--- src/hdl/hdlcr_pkg.sv ---
package hdlcr_pkg;
  // Register offsets
  localparam logic [7:0] ADDR_INPUT_FULL_SCALE = 8'h13;
  localparam logic [7:0] ADDR_DRIVE_FLOOR = 8'h14;
  localparam logic [7:0] ADDR_DRIVE_CEILING = 8'h15;
  localparam logic [7:0] ADDR_MOTOR_NOMINAL = 8'h16;
  localparam logic [7:0] ADDR_OVERDRIVE_LIMIT = 8'h17;
  localparam logic [7:0] ADDR_LOSS_COMP = 8'h18;
  localparam logic [7:0] ADDR_BACKEMF_LEVEL = 8'h19;
  // Reset values
  localparam logic [7:0] RST_INPUT_FULL_SCALE = 8'hFF;
  localparam logic [7:0] RST_DRIVE_FLOOR = 8'h19;
  localparam logic [7:0] RST_DRIVE_CEILING = 8'hFF;
  localparam logic [7:0] RST_MOTOR_NOMINAL = 8'h3E;
  localparam logic [7:0] RST_OVERDRIVE_LIMIT = 8'h8C;
  localparam logic [7:0] RST_LOSS_COMP = 8'h0C;
  localparam logic [7:0] RST_BACKEMF_LEVEL = 8'h6F;
  // Unmapped read answer
  localparam logic [7:0] READ_UNMAPPED = 8'h00;
  // Code that stands for unity (full scale)
  localparam logic [16:0] CODE_FULL = 17'h000FF;
  // Impedance code to compensation code shift
  localparam int LOSS_SHIFT = 1;

  typedef struct packed {
    logic [7:0] addr;
    logic wr;
    logic rd;
    logic [7:0] wdata;
  } hdlcr_reg_req_t;

  typedef struct packed {
    logic done;
    logic [7:0] impedance;
    logic [7:0] backemf;
  } hdlcr_cal_res_t;
endpackage : hdlcr_pkg

--- src/hdl/hdlcr_regs.sv ---
`timescale 1ns/1ps
// Contract
// - The input full-scale register holds the input level taken as full scale, reset 0xFF.
// - The drive floor register sets the lowest audio drive level, reset 0x19.
// - The drive ceiling register sets the highest audio drive level, reset 0xFF.
// - The motor nominal level register is the closed-loop full-scale reference, reset 0x3E.
// - Calibration reads the motor nominal level, which the host loads before starting.
// - In open loop the nominal level is ignored and the overdrive limit is used.
// - In closed loop automatic overdrive is clamped to the overdrive limit, reset 0x8C.
// - In open loop the overdrive limit is the full-scale reference.
// - Calibration completion writes the loss compensation register, reset 0x0C.
// - The compensation value is derived from the measured actuator impedance.
// - Playback gain is multiplied by one plus the compensation code over 255.
// - The back-EMF register, reset 0x6F, takes the calibration result and steers feedback gain.
module hdlcr_regs
(
  input wire logic mclk, // Device clock
  input wire logic rst_n, // Async reset, active low
  input wire hdlcr_pkg::hdlcr_reg_req_t reg_req, // Register access
  output logic [7:0] reg_rdata, // Read data, one cycle after rd
  input wire logic closed_loop, // 1 closed loop, 0 open loop
  input wire hdlcr_pkg::hdlcr_cal_res_t cal_res, // Calibration result
  input wire logic [7:0] audio_input_floor, // Minimum input level code
  input wire logic [7:0] audio_level, // Detected input level
  input wire logic [7:0] od_request, // Requested overdrive level
  input wire logic [7:0] gain_in, // Drive gain before compensation
  output logic [7:0] audio_drive_out, // Mapped audio drive level
  output logic [7:0] full_scale_ref, // Active full-scale reference
  output logic [7:0] od_drive_out, // Clamped overdrive level
  output logic [8:0] gain_out, // Compensated drive gain
  output logic [7:0] cal_nominal_level, // Nominal level for calibration
  output logic [7:0] feedback_bemf_level // Back-EMF level for feedback
);
  import hdlcr_pkg::*;

  logic [7:0] audio_input_full_scale_reg;
  logic [7:0] audio_drive_floor_reg;
  logic [7:0] audio_drive_ceiling_reg;
  logic [7:0] motor_nominal_level_reg;
  logic [7:0] overdrive_limit_reg;
  logic [7:0] calib_loss_compensation_reg;
  logic [7:0] calib_backemf_level_reg;
  logic [7:0] rdata_next;
  logic [7:0] loss_comp_next;
  logic [7:0] audio_drive_next;
  logic [8:0] gain_next;
  logic [16:0] gain_product;
  logic [15:0] span_product;
  logic [7:0] span_in;
  logic [7:0] span_out;

  function automatic logic wr_hit(input logic [7:0] a);
    wr_hit = reg_req.wr && (reg_req.addr == a);
  endfunction : wr_hit

  always_ff @(posedge mclk or negedge rst_n)
  begin
    if (!rst_n)
      audio_input_full_scale_reg <= RST_INPUT_FULL_SCALE;
    else if (wr_hit(ADDR_INPUT_FULL_SCALE))
      audio_input_full_scale_reg <= reg_req.wdata;
  end

  always_ff @(posedge mclk or negedge rst_n)
  begin
    if (!rst_n)
    begin
      audio_drive_floor_reg <= RST_DRIVE_FLOOR;
      audio_drive_ceiling_reg <= RST_DRIVE_CEILING;
    end
    else
    begin
      if (wr_hit(ADDR_DRIVE_FLOOR))
        audio_drive_floor_reg <= reg_req.wdata;
      if (wr_hit(ADDR_DRIVE_CEILING))
        audio_drive_ceiling_reg <= reg_req.wdata;
    end
  end

  always_ff @(posedge mclk or negedge rst_n)
  begin
    if (!rst_n)
      motor_nominal_level_reg <= RST_MOTOR_NOMINAL;
    else if (wr_hit(ADDR_MOTOR_NOMINAL))
      motor_nominal_level_reg <= reg_req.wdata;
  end

  always_ff @(posedge mclk or negedge rst_n)
  begin
    if (!rst_n)
      overdrive_limit_reg <= RST_OVERDRIVE_LIMIT;
    else if (wr_hit(ADDR_OVERDRIVE_LIMIT))
      overdrive_limit_reg <= reg_req.wdata;
  end

  // Compensation from impedance; larger load loss, larger code
  assign loss_comp_next = cal_res.impedance >> LOSS_SHIFT;

  // Calibration result wins over a software write in the same cycle
  always_ff @(posedge mclk or negedge rst_n)
  begin
    if (!rst_n)
    begin
      calib_loss_compensation_reg <= RST_LOSS_COMP;
      calib_backemf_level_reg <= RST_BACKEMF_LEVEL;
    end
    else if (cal_res.done)
    begin
      calib_loss_compensation_reg <= loss_comp_next;
      calib_backemf_level_reg <= cal_res.backemf;
    end
    else
    begin
      if (wr_hit(ADDR_LOSS_COMP))
        calib_loss_compensation_reg <= reg_req.wdata;
      if (wr_hit(ADDR_BACKEMF_LEVEL))
        calib_backemf_level_reg <= reg_req.wdata;
    end
  end

  always_comb
  begin
    if (reg_req.addr == ADDR_INPUT_FULL_SCALE)
      rdata_next = audio_input_full_scale_reg;
    else if (reg_req.addr == ADDR_DRIVE_FLOOR)
      rdata_next = audio_drive_floor_reg;
    else if (reg_req.addr == ADDR_DRIVE_CEILING)
      rdata_next = audio_drive_ceiling_reg;
    else if (reg_req.addr == ADDR_MOTOR_NOMINAL)
      rdata_next = motor_nominal_level_reg;
    else if (reg_req.addr == ADDR_OVERDRIVE_LIMIT)
      rdata_next = overdrive_limit_reg;
    else if (reg_req.addr == ADDR_LOSS_COMP)
      rdata_next = calib_loss_compensation_reg;
    else if (reg_req.addr == ADDR_BACKEMF_LEVEL)
      rdata_next = calib_backemf_level_reg;
    else
      rdata_next = READ_UNMAPPED;
  end

  always_ff @(posedge mclk or negedge rst_n)
  begin
    if (!rst_n)
      reg_rdata <= READ_UNMAPPED;
    else if (reg_req.rd)
      reg_rdata <= rdata_next;
  end

  always_ff @(posedge mclk or negedge rst_n)
  begin
    if (!rst_n)
      full_scale_ref <= RST_MOTOR_NOMINAL;
    else if (closed_loop)
      full_scale_ref <= motor_nominal_level_reg;
    else
      full_scale_ref <= overdrive_limit_reg;
  end

  always_ff @(posedge mclk or negedge rst_n)
  begin
    if (!rst_n)
      od_drive_out <= 8'h00;
    else if (closed_loop && (od_request > overdrive_limit_reg))
      od_drive_out <= overdrive_limit_reg;
    else
      od_drive_out <= od_request;
  end

  // Calibration and feedback see the live register values
  assign cal_nominal_level = motor_nominal_level_reg;
  assign feedback_bemf_level = calib_backemf_level_reg;

  assign gain_product = 17'(gain_in) *
    (CODE_FULL + 17'(calib_loss_compensation_reg));
  assign gain_next = 9'(gain_product / CODE_FULL);

  always_ff @(posedge mclk or negedge rst_n)
  begin
    if (!rst_n)
      gain_out <= 9'h000;
    else
      gain_out <= gain_next;
  end

  // Below the input floor the level is ignored
  assign span_in = audio_input_full_scale_reg - audio_input_floor;
  assign span_out = audio_drive_ceiling_reg - audio_drive_floor_reg;
  assign span_product = 16'(audio_level - audio_input_floor) *
    16'(span_out);

  always_comb
  begin
    if (audio_level < audio_input_floor)
      audio_drive_next = 8'h00;
    else if (audio_drive_ceiling_reg <= audio_drive_floor_reg)
      audio_drive_next = audio_drive_floor_reg;
    else if (audio_level >= audio_input_full_scale_reg ||
             span_in == 8'h00)
      audio_drive_next = audio_drive_ceiling_reg;
    else
      audio_drive_next = audio_drive_floor_reg +
        8'(span_product / 16'(span_in));
  end

  always_ff @(posedge mclk or negedge rst_n)
  begin
    if (!rst_n)
      audio_drive_out <= 8'h00;
    else
      audio_drive_out <= audio_drive_next;
  end
endmodule : hdlcr_regs
--- config.mk ---
export PLATFORM = sky130hd
export DESIGN_NAME = hdlcr_regs
export DESIGN_NICKNAME = d
export VERILOG_FILES = /design/src/hdl/hdlcr_pkg.sv /design/src/hdl/hdlcr_regs.sv
export SDC_FILE = /design/constraint.sdc
export NUM_CORES = 1
export LEC_CHECK = 0
export CAP_MARGIN = 20
export CORE_ASPECT_RATIO = 0.8
export CORE_MARGIN = 10
export CORE_UTILIZATION = 50
export CTS_CLUSTER_DIAMETER = 150
export DETAILED_ROUTE_END_ITERATION = 6
export DONT_BUFFER_PORTS = 1
export PLACE_DENSITY = 0.62
export SYNTH_ARGS = -nofsm -noshare
export SYNTH_HDL_FRONTEND = slang
export SYNTH_SLANG_ARGS = --single-unit
--- constraint.sdc ---
create_clock -name mclk -period 58.6 [get_ports mclk]
set_input_delay 11.72 -clock mclk [delete_from_list [all_inputs] [get_ports mclk]]
set_output_delay 11.72 -clock mclk [all_outputs]
set_load 0.1 [all_outputs]
# Word level (Yosys, flattened, before mapping)
# Index checks and enable logic that the tools add are counted.
[totals]
reg_bits = 97
wordCells = 60
[classes]
magnitude_cmp = 4
mul = 2
mux = 16
n_addsub = 5
n_eq_ne = 7
n_div = 2
reduce_logical = 12
[ops]
columns = ["op", "count"]
rows = [
  ["8-bit 2-to-1 mux", 16],
  ["8-bit by 5-bit == test with 1-bit output, second input constant", 7],
  ["17-bit by 8-bit divider with 17-bit output, second input constant", 1],
  ["8-bit by 9-bit multiplier with 17-bit output", 1],
  ["16-bit by 8-bit divider with 16-bit output", 1],
  ["9-bit by 9-bit multiplier with 16-bit output", 1],
  ["8-bit subtractor", 2],
  ["8-bit by 8-bit adder with 9-bit output, first input constant", 1],
  ["8-bit by 8-bit subtractor with 9-bit output", 1],
  ["8-bit adder", 1],
  ["8-bit >= comparator", 1],
  ["8-bit greater-than comparator", 1],
  ["8-bit less-or-equal comparator", 1],
  ["1-bit logical AND", 8],
  ["8-bit logical NOT", 1],
  ["8-bit less-than comparator", 1],
  ["2-bit nonzero test", 2],
  ["1-bit logical OR", 1],
]

# Longest topological paths before layout
# Gate-level depths: netlist (run 1).
[depth]
word_depth = 8
ltp_mapped = 229
depth_no_buf = 222

# Worst setup path before layout (run 1)
# Ideal clock, no wire load.
[synth_timing]
kind = "input-to-reg"
startpoint = "input port audio_level[0]"
endpoint = "register audio_drive_out[7]"
path_buffers = 7
t_arrival_ps = 52265
required_ps = 58527
path_stages = 222
slack_ps = 6263
cell_sequence = "inv_1 ha_1 fa_1 nor2b_1 o21ai_0 a21boi_0 o21ai_0 a21boi_0 o21ai_0 nor2b_1 nand2b_1 inv_1 fa_1 inv_1 fa_1 inv_1 fa_1 inv_1 (+186 left out) nand2b_1 a21oi_1 nand3_1 a21oi_1 o221a_2 a41oi_1 ha_1 a21o_1 a21o_1 a21o_1 a21oi_1 o21bai_1 a21oi_1 xnor2_1 nand2_1 o21ai_0 a22oi_1 nor2_1"
[synth_via]
elab_chain_len = 7
word_cells_on_any_way = 10
cone_classes = "2 x add/sub; 1 x mul; 1 x div; 2 x order compare; 3 x mux; 1 x reduce/logical"
[synth_rtl]
columns = ["element", "line_no", "source"]
rows = [
  ["start, declared", "hdlcr_regs.sv:24", "input wire logic [7:0] audio_level,"],
  ["8-bit by 8-bit subtractor with 9-bit output", "hdlcr_regs.sv:188", "assign span_product = 16'(audio_level - audio_input_floor) *"],
  ["9-bit by 9-bit multiplier with 16-bit output", "hdlcr_regs.sv:188", ""],
  ["16-bit by 8-bit divider with 16-bit output", "hdlcr_regs.sv:202", "8'(span_product / 16'(span_in));"],
  ["8-bit adder", "hdlcr_regs.sv:201", "audio_drive_next = audio_drive_floor_reg +"],
  ["8-bit 2-to-1 mux", "hdlcr_regs.sv:197", "else if (audio_level >= audio_input_full_scale_reg ||"],
  ["8-bit 2-to-1 mux", "hdlcr_regs.sv:195", "else if (audio_drive_ceiling_reg <= audio_drive_floor_reg)"],
  ["8-bit 2-to-1 mux *", "hdlcr_regs.sv:193", "if (audio_level < audio_input_floor)"],
  ["via audio_drive_next[7]", "hdlcr_regs.sv:45", "logic [7:0] audio_drive_next;"],
  ["end signal, assigned", "hdlcr_regs.sv:210", "audio_drive_out <= audio_drive_next;"],
  ["end, declared", "hdlcr_regs.sv:27", "output logic [7:0] audio_drive_out,"],
]
# The timed path passes the listed nets; every way through them passes the cells marked *.
# A chain may end at the register's enable or synchronous reset.

# Worst setup path in the final report (run 1)
# Same ends and word-level chain as after synthesis.

==> results of run 1 <==
## critical path: cells and delay by family
family / cells / cell delay, ps
buffers and inverters: 18 / 2480
AO/OA/AOI/OAI: 122 / 22910
XOR/XNOR: 2 / 420
multiplexers: 4 / 1230
AND/OR/NAND/NOR: 51 / 9020
adder cells (fa/ha/maj): 24 / 8080
## cells by family (layout without fill, tap and decap cells)
logic type	count (synthesis)	count (layout)	share of synthesized area (%)
fa+ha+maj	320	320	26.4
other cells	0	2	0
simple gates	795	795	22.3
xor+xnor	84	84	4.17
buf+inv	273	259	5.86
mux	92	92	6.05
flops	97	97	13.8
compound gates	566	566	21.5
## metrics by stage
| step | util, % | hold WS (ps) | instances |
|---|---|---|---|
| floorplan | - | 480 | 2227 |
| global placement | 51.8 | 519 | 2671 |
| detailed placement | 51.8 | 522 | 2671 |
| CTS | 52.7 | 536 | 2687 |
| global route | 53.2 | 545 | 2693 |
| finish | 53.2 | 536 | 2695 |
## cell type report
cell class	count	area (um^2)	share of cell area, %
multi-input combinational	1857	14600	77.0
sequential	97	2480	13.1
inverter	224	841	4.43
tap	480	601	3.16
clock buffer	10	229	1.21
timing repair buffer	19	146	0.771
clock inverter	6	72.6	0.382
antenna	2	5.00	0.0264
## placed cells by master (no fill, tap or decap), drive strengths merged, types with 22 or more instances in the layout
cell type | netlist | final
and2 | 34 | 34
a21o | 36 | 36
dfstp | 40 | 40
inv | 224 | 228
nand2b | 37 | 37
a21oi | 112 | 112
fa | 101 | 101
or2 | 23 | 23
nand2 | 236 | 236
mux2 | 55 | 55
xnor2 | 56 | 56
nor4 | 22 | 22
nor2b | 46 | 46
xor2 | 28 | 28
o31ai | 40 | 40
nand3 | 42 | 42
nor3 | 92 | 92
mux2i | 29 | 29
nand4 | 22 | 22
nor2 | 164 | 164
dfrtp | 57 | 57
o21a | 74 | 74
o21ai | 144 | 144
ha | 218 | 218
## worst min path at each step
stage / end / slack [ps] / cells after the start
after global placement: audio_drive_ceiling_reg[7] / 520 / 2
after CTS: audio_drive_ceiling_reg[7] / 540 / 2
after detailed placement: audio_drive_ceiling_reg[7] / 520 / 2
after floorplan: audio_drive_ceiling_reg[7] / 480 / 2
after global routing: audio_drive_ceiling_reg[7] / 550 / 2
final: audio_drive_ceiling_reg[7] / 540 / 2
## timing repair
item	CTS	global route
setup endpoints to repair	0	8
gates resized for setup	0	34
buffers inserted	0	5
## routing by layer
| metal | up-vias | wire length (um) |
|---|---|---|
| met4 | 6 | 399 |
| li1 | 7925 | - |
| met1 | 7866 | 25900 |
| met2 | 529 | 22200 |
| met3 | 37 | 4300 |
| met5 | - | 31 |
==> results.toml, run 1 <==
[run_status]
outcome = "complete, no violations"

[synth]
netlist_area_um2 = 18000
ys_ff_latch = 97
ys_seq_area_share_pct = 13.8
synth_edf_count = 0
ys.flop_type = "dfrtp_1"
synthCells = 2227
yosys.area.top_type_share_pct = 15.1
ys_types = 101
ys_top_cells_by_area = "ha_1, fa_1, dfrtp_1, dfstp_2, nand2_1"
synth_common_cells = "nand2_1, inv_1, ha_1"
avgSynthCellArea_um2 = 8.09
synth.largest_area_cell = "ha_1"
yosysMostFrequentCell = "nand2_1"
synth_nets = 2616
synthArstFlopShare_pct = 100
ys_warn_count = 0

[timing]
setup_viol_count_final = 0
tns_ps = 0
final.setup.worst_slack_ps = 2930
period_share_pct = 95.0
worstMarginPinSlew_ps = 1070
maxSlewViolCount = 0
hold_violations = 0
slew_headroom_pct = 28.7
fin_crit_ps = 55670
max_freq_mhz = 18.0
clock_skew_ps = 14.6

[setup_path]
cpMostUsedCell = "o21a_1"
start_kind = "input port"
r2r_end = "audio_drive_out[7]"
critPathMaxFanout = 17
required_ps = 58870
crit_path_start = "audio_level[0]"
timing.rr.start = "audio_drive_floor_reg[1]"
worstPathArrival_ps = 55940
cpPeakStageDelay_ps = 560
r2r_setup_slack_ps = 13980
cpMaxStageDelayCell = "fa_1"
end_kind = "flop"
endpoint = "audio_drive_out[7]"
rr_worst_depth = 215
crit_type = "in -> reg"

[placed_design]
dp_hpwl_um = 43800
placed_cell_area_um2 = 18500
dpl_worst_slack_ps = 556
io_buffers = 0
gp_congestion = 0.942

[clocking]
ctsHtreeMaxLevel = 3
numCtsBuffers = 9
cts_tree = "done"
path_clk_slew_ps = 70
cts_sinks = 97
cts_buffer_depth = 2
cts-root-buf = "clkbuf_16"
clk_latency_ps = 360
postCtsHoldBufs = 0

[worst_hold_path]
hp-class = "reg -> reg"
min_from = "audio_drive_ceiling_reg[7]"

[cells_and_area]
drive_gt1_share_pct = 10.8
final_nets = 2597
final_cell_area_um2 = 19000
largest_reg_flops = 9
fillCellCount = 3423
syn_to_final_growth_pct = 5.38
top_register = "gain_out"

[global_routing]
antenna_found_initial = 2
gr-total-overflow = 0
met2_usage_pct = 34.2
top_usage_layer = "met1"
grt_max_degree = 98
use_met3_pct = 4.33
grt_first_pass_wirelength_um = 83500
grt_util_all_layers_pct = 23.2
grt_pass1_vias = 15300
grt_util_met1_pct = 35.1

[floorplan]
rows = 62
initial_core_util_pct = 50.5
num_io_pins = 127
die_h_um = 190
core_area_um2 = 35700
die_w_um = 232
dieArea_um2 = 44100

[drt]
dr_total_vias = 16400
drt_iter0_drc = 1504
wl_per_cell_um = 19.6
ant_nets = 0
via_per_inst = 6.07
first_pass_iters = 6
drc = 0
finalWirelength_um = 52800

[flow_run]
maxCapViolations = 0
Power of run 1 is not shown: default switching activity piles up to over one toggle a cycle in this logic, so the estimate is an artifact.
==> run 2: changes to the inputs <==
- clock period: 58.6 -> 66.3 ns (I/O delays scaled with it)
==> results.toml, run 2 (same netlist as run 1, synthesis figures left out) <==
[floorplan]
initial_core_util_pct = 50.5
die_w_um = 232
core_area_um2 = 35700
rows = 62
dieArea_um2 = 44100
num_io_pins = 127
die_h_um = 190

[setup_path]
start_kind = "input port"
critPathMaxFanout = 17
cpPeakStageDelay_ps = 550
worstPathArrival_ps = 61190
cpMostUsedCell = "o21a_1"
crit_type = "in -> reg"
end_kind = "flop"
cpMaxStageDelayCell = "fa_1"
required_ps = 66570

[clocking]
path_clk_slew_ps = 70
ctsHtreeMaxLevel = 3
cts-root-buf = "clkbuf_16"
cts_setup_buffers = 0
clk_latency_ps = 360
postCtsHoldBufs = 0
cts_buffer_depth = 2
numCtsBuffers = 9
cts_sinks = 97
ctsResizeCount = 0
cts_tree = "done"

[placed_design]
dp_hpwl_um = 43800
io_buffers = 0
gp_congestion = 0.936
placed_cell_area_um2 = 18500

[timing]
fin_crit_ps = 60920
hold_violations = 0
rsz0062_at_grt = "no"
tns_ps = 0
setup_viol_count_final = 0
clock_skew_ps = 14.1
worstMarginPinSlew_ps = 1120
max_freq_mhz = 16.4
slew_headroom_pct = 25.6
maxSlewViolCount = 0
period_share_pct = 91.9

[drt]
first_pass_iters = 6
wl_per_cell_um = 19.7
ant_nets = 0
drt_iter0_drc = 1444
dr_total_vias = 16500
drc = 0
via_per_inst = 6.12
finalWirelength_um = 53100

[global_routing]
grt_pass1_vias = 15600
antenna_found_initial = 2
grt_first_pass_wirelength_um = 84700
grt_max_degree = 98
gr-total-overflow = 0
grt_util_all_layers_pct = 23.6

[worst_hold_path]
hp-class = "reg -> reg"

[cells_and_area]
layout_common_cells = "nand2_1, inv_1, ha_1"
final_common_cell = "nand2_1"
drive_gt1_share_pct = 9.61
fillCellCount = 3406
final_nets = 2591
largest_reg_flops = 9
final_cell_area_um2 = 18800
syn_to_final_growth_pct = 4.54
top_register = "gain_out"

[run_status]
outcome = "complete, no violations"

[flow_run]
maxCapViolations = 0
-- run 2: changes by cell type in the layout (fill, tap and decap cells not counted), sizes merged --
cell,previous run,this run
diode,2,3
buf,19,13
-- run 2: stage by stage --
stage / std cells / hold WS [ps] / utilization, % / setup WS (ps)
6_report: 2690 / 540 / 52.8 / 5380
5_1_grt: 2687 / 557 / 52.7 / 1650
4_1_cts: 2685 / 541 / 52.7 / 6110
3_5_place_dp: 2669 / 525 / 51.8 / 5920
3_3_place_gp: 2669 / 519 / 51.8 / 6980
2_1_floorplan: 2227 / 480 / - / 12420
-- run 2: path summary, 6_finish.rpt --
path / startpoint / endpoint / slack [ps] / depth (start not counted)
worst max-delay path: audio_level[0] / audio_drive_out[7] / 5380 / 218
max in group asynchronous: rst_n / audio_drive_ceiling_reg[0] / 53470 / 0
worst min register to register: audio_drive_ceiling_reg[7] / audio_drive_ceiling_reg[7] / 540 / 2
min in group asynchronous: rst_n / gain_out[3] / 12590 / 0
worst min-delay path: audio_drive_ceiling_reg[7] / audio_drive_ceiling_reg[7] / 540 / 2
worst max register to register: audio_drive_floor_reg[1] / audio_drive_out[7] / 18030 / 214
-- run 2: critical path: cells and delay by family --
family | cells | cell delay (ps)
AO/OA/AOI/OAI | 120 | 24410
XOR/XNOR | 2 | 440
adder cells (fa/ha/maj) | 24 | 8060
buffers and inverters | 16 | 2510
multiplexers | 5 | 1740
AND/OR/NAND/NOR | 51 | 10710
-- run 2: final cells by class --
cell class / instances / area, um^2 / area share, %
inverters: 224 / 841 / 4.47
clock inverters: 6 / 81.3 / 0.432
diodes: 3 / 7.51 / 0.0399
repair buffers: 13 / 97.6 / 0.518
flip-flops and latches: 97 / 2480 / 13.2
well taps: 480 / 601 / 3.19
multi-input cells: 1857 / 14500 / 76.9
clock buffers: 10 / 239 / 1.27
-- run 2: routing by layer --
| metal | global-route usage, % | part of all wire (%) | vias to the layer above |
|---|---|---|---|
| met5 | 0 | 0.024 | - |
| met4 | 4.42 | 1.3 | 2 |
| met3 | 5.98 | 9.1 | 41 |
| met2 | 34.5 | 41 | 579 |
| met1 | 34.5 | 48 | 7932 |
| li1 | - | - | 7915 |
Power of run 2 is left out for the same reason.
==> run 3: changes to the inputs <==
- REMOVE_ABC_BUFFERS: default -> 1
==> results.toml, run 3 (same netlist as run 1, synthesis figures left out) <==
[cells_and_area]
regArea_um2 = 2480
layout_common_cells = "nand2_1, inv_1, ha_1"
final_nets = 2588
drive_gt1_share_pct = 9.44
syn_to_final_growth_pct = 4.19
largest_reg_flops = 9
final_core_util_pct = 52.6
top_register = "gain_out"
multi_input_area_um2 = 14500
fillCellCount = 3394
final_common_cell = "nand2_1"

[timing]
rsz0062_at_grt = "no"
setup_viol_count_final = 0
max_freq_mhz = 16.6
tns_ps = 0
worstMarginPinSlew_ps = 1050
clock_skew_ps = 5.53
hold_violations = 0
maxSlewViolCount = 0
fin_crit_ps = 60350
period_share_pct = 91.0
slew_headroom_pct = 28.1

[floorplan]
dieArea_um2 = 44100
num_io_pins = 127
rows = 62
die_w_um = 232
core_area_um2 = 35700
die_h_um = 190
initial_core_util_pct = 50.5

[setup_path]
cpPeakStageDelay_ps = 770
end_kind = "flop"
critPathMaxFanout = 17
crit_buf_inv = 15
start_kind = "input port"
cp_top_family = "compound AO/OA/AOI/OAI gates"
cpMostUsedCell = "o21a_1"
crit_type = "in -> reg"
required_ps = 66580
cpMaxStageDelayCell = "nor4_4"
worstPathArrival_ps = 60640

[flow_run]
maxCapViolations = 0

[global_routing]
grt_pass1_vias = 15700
grt_max_degree = 98
antenna_found_initial = 0
grt_first_pass_wirelength_um = 85700
gr-total-overflow = 0
grt_util_all_layers_pct = 23.9

[clocking]
cts-root-buf = "clkbuf_16"
ctsResizeCount = 0
path_clk_slew_ps = 70
cts_setup_buffers = 0
cts_tree = "done"
cts_buffer_depth = 2
clk_latency_ps = 350
cts_sinks = 97
numCtsBuffers = 9
ctsHtreeMaxLevel = 3
postCtsHoldBufs = 0

[drt]
finalWirelength_um = 53100
drc = 0
first_pass_iters = 6
wl_per_cell_um = 19.8
ant_nets = 0
via_per_inst = 6.09
dr_total_vias = 16400
drt_iter0_drc = 1396

[placed_design]
io_buffers = 0
gp_congestion = 0.946
dp_hpwl_um = 44100

[worst_hold_path]
hp-class = "reg -> reg"

[run_status]
outcome = "complete, no violations"
## run 3: cell count changes in the layout (fill, tap and decap cells not counted), sizes merged
cell	before	now
clkinvlp	0	1
bufinv	1	0
buf	13	10
diode	3	1
inv	228	225
clkinv	1	4
## run 3: worst paths after layout
path / start / to / slack [ps] / cells past startpoint
max: audio_level[0] / audio_drive_out[7] / 5950 / 216
min: audio_drive_ceiling_reg[7] / audio_drive_ceiling_reg[7] / 530 / 2
max reg2reg: audio_drive_floor_reg[1] / audio_drive_out[7] / 18830 / 211
min reg2reg: audio_drive_ceiling_reg[7] / audio_drive_ceiling_reg[7] / 530 / 2
max in group asynchronous: rst_n / audio_input_full_scale_reg[4] / 53470 / 0
min in group asynchronous: rst_n / gain_out[2] / 12600 / 0
## run 3: cell type report
| type | instances | share of cell area [%] |
|---|---|---|
| Inverter | 224 | 4.48 |
| Clock inverter | 6 | 0.293 |
| Clock buffer | 10 | 1.22 |
| Sequential cell | 97 | 13.2 |
| Tap cell | 480 | 3.20 |
| Antenna cell | 1 | 0.0133 |
| Multi-Input combinational cell | 1857 | 77.2 |
| Timing Repair Buffer | 10 | 0.400 |
## run 3: layer usage
layer	up-vias	track usage (%)	wire length [um]
met2	622	34.1	21400
met1	7788	35.6	25700
met4	0	3.91	665
li1	7906	-	-
met3	47	6.25	5290
met5	-	0	0
## run 3: worst reg2reg max path: cells and delay by family (launching register included)
kind                     cells  cell delay, ps
AO/OA/AOI/OAI              118           24060
AND/OR/NAND/NOR             48           10380
adder cells (fa/ha/maj)     23            7550
buffers and inverters       14            2040
multiplexers                 5            1750
XOR/XNOR                     3            1200
flip-flops                   1             440
## run 3: through the flow
step / instances / setup slack, ps / hold WS, ps / cell area (um^2)
after global placement: 2667 / 6560 / 495 / 18500
after detailed placement: 2667 / 5950 / 505 / 18500
final: 2685 / 5950 / 526 / 18800
after CTS: 2683 / 6140 / 517 / 18800
after floorplan: 2178 / 11760 / 480 / 17800
after global routing: 2684 / 1800 / 571 / 18800
Power of run 3 is left out for the same reason.
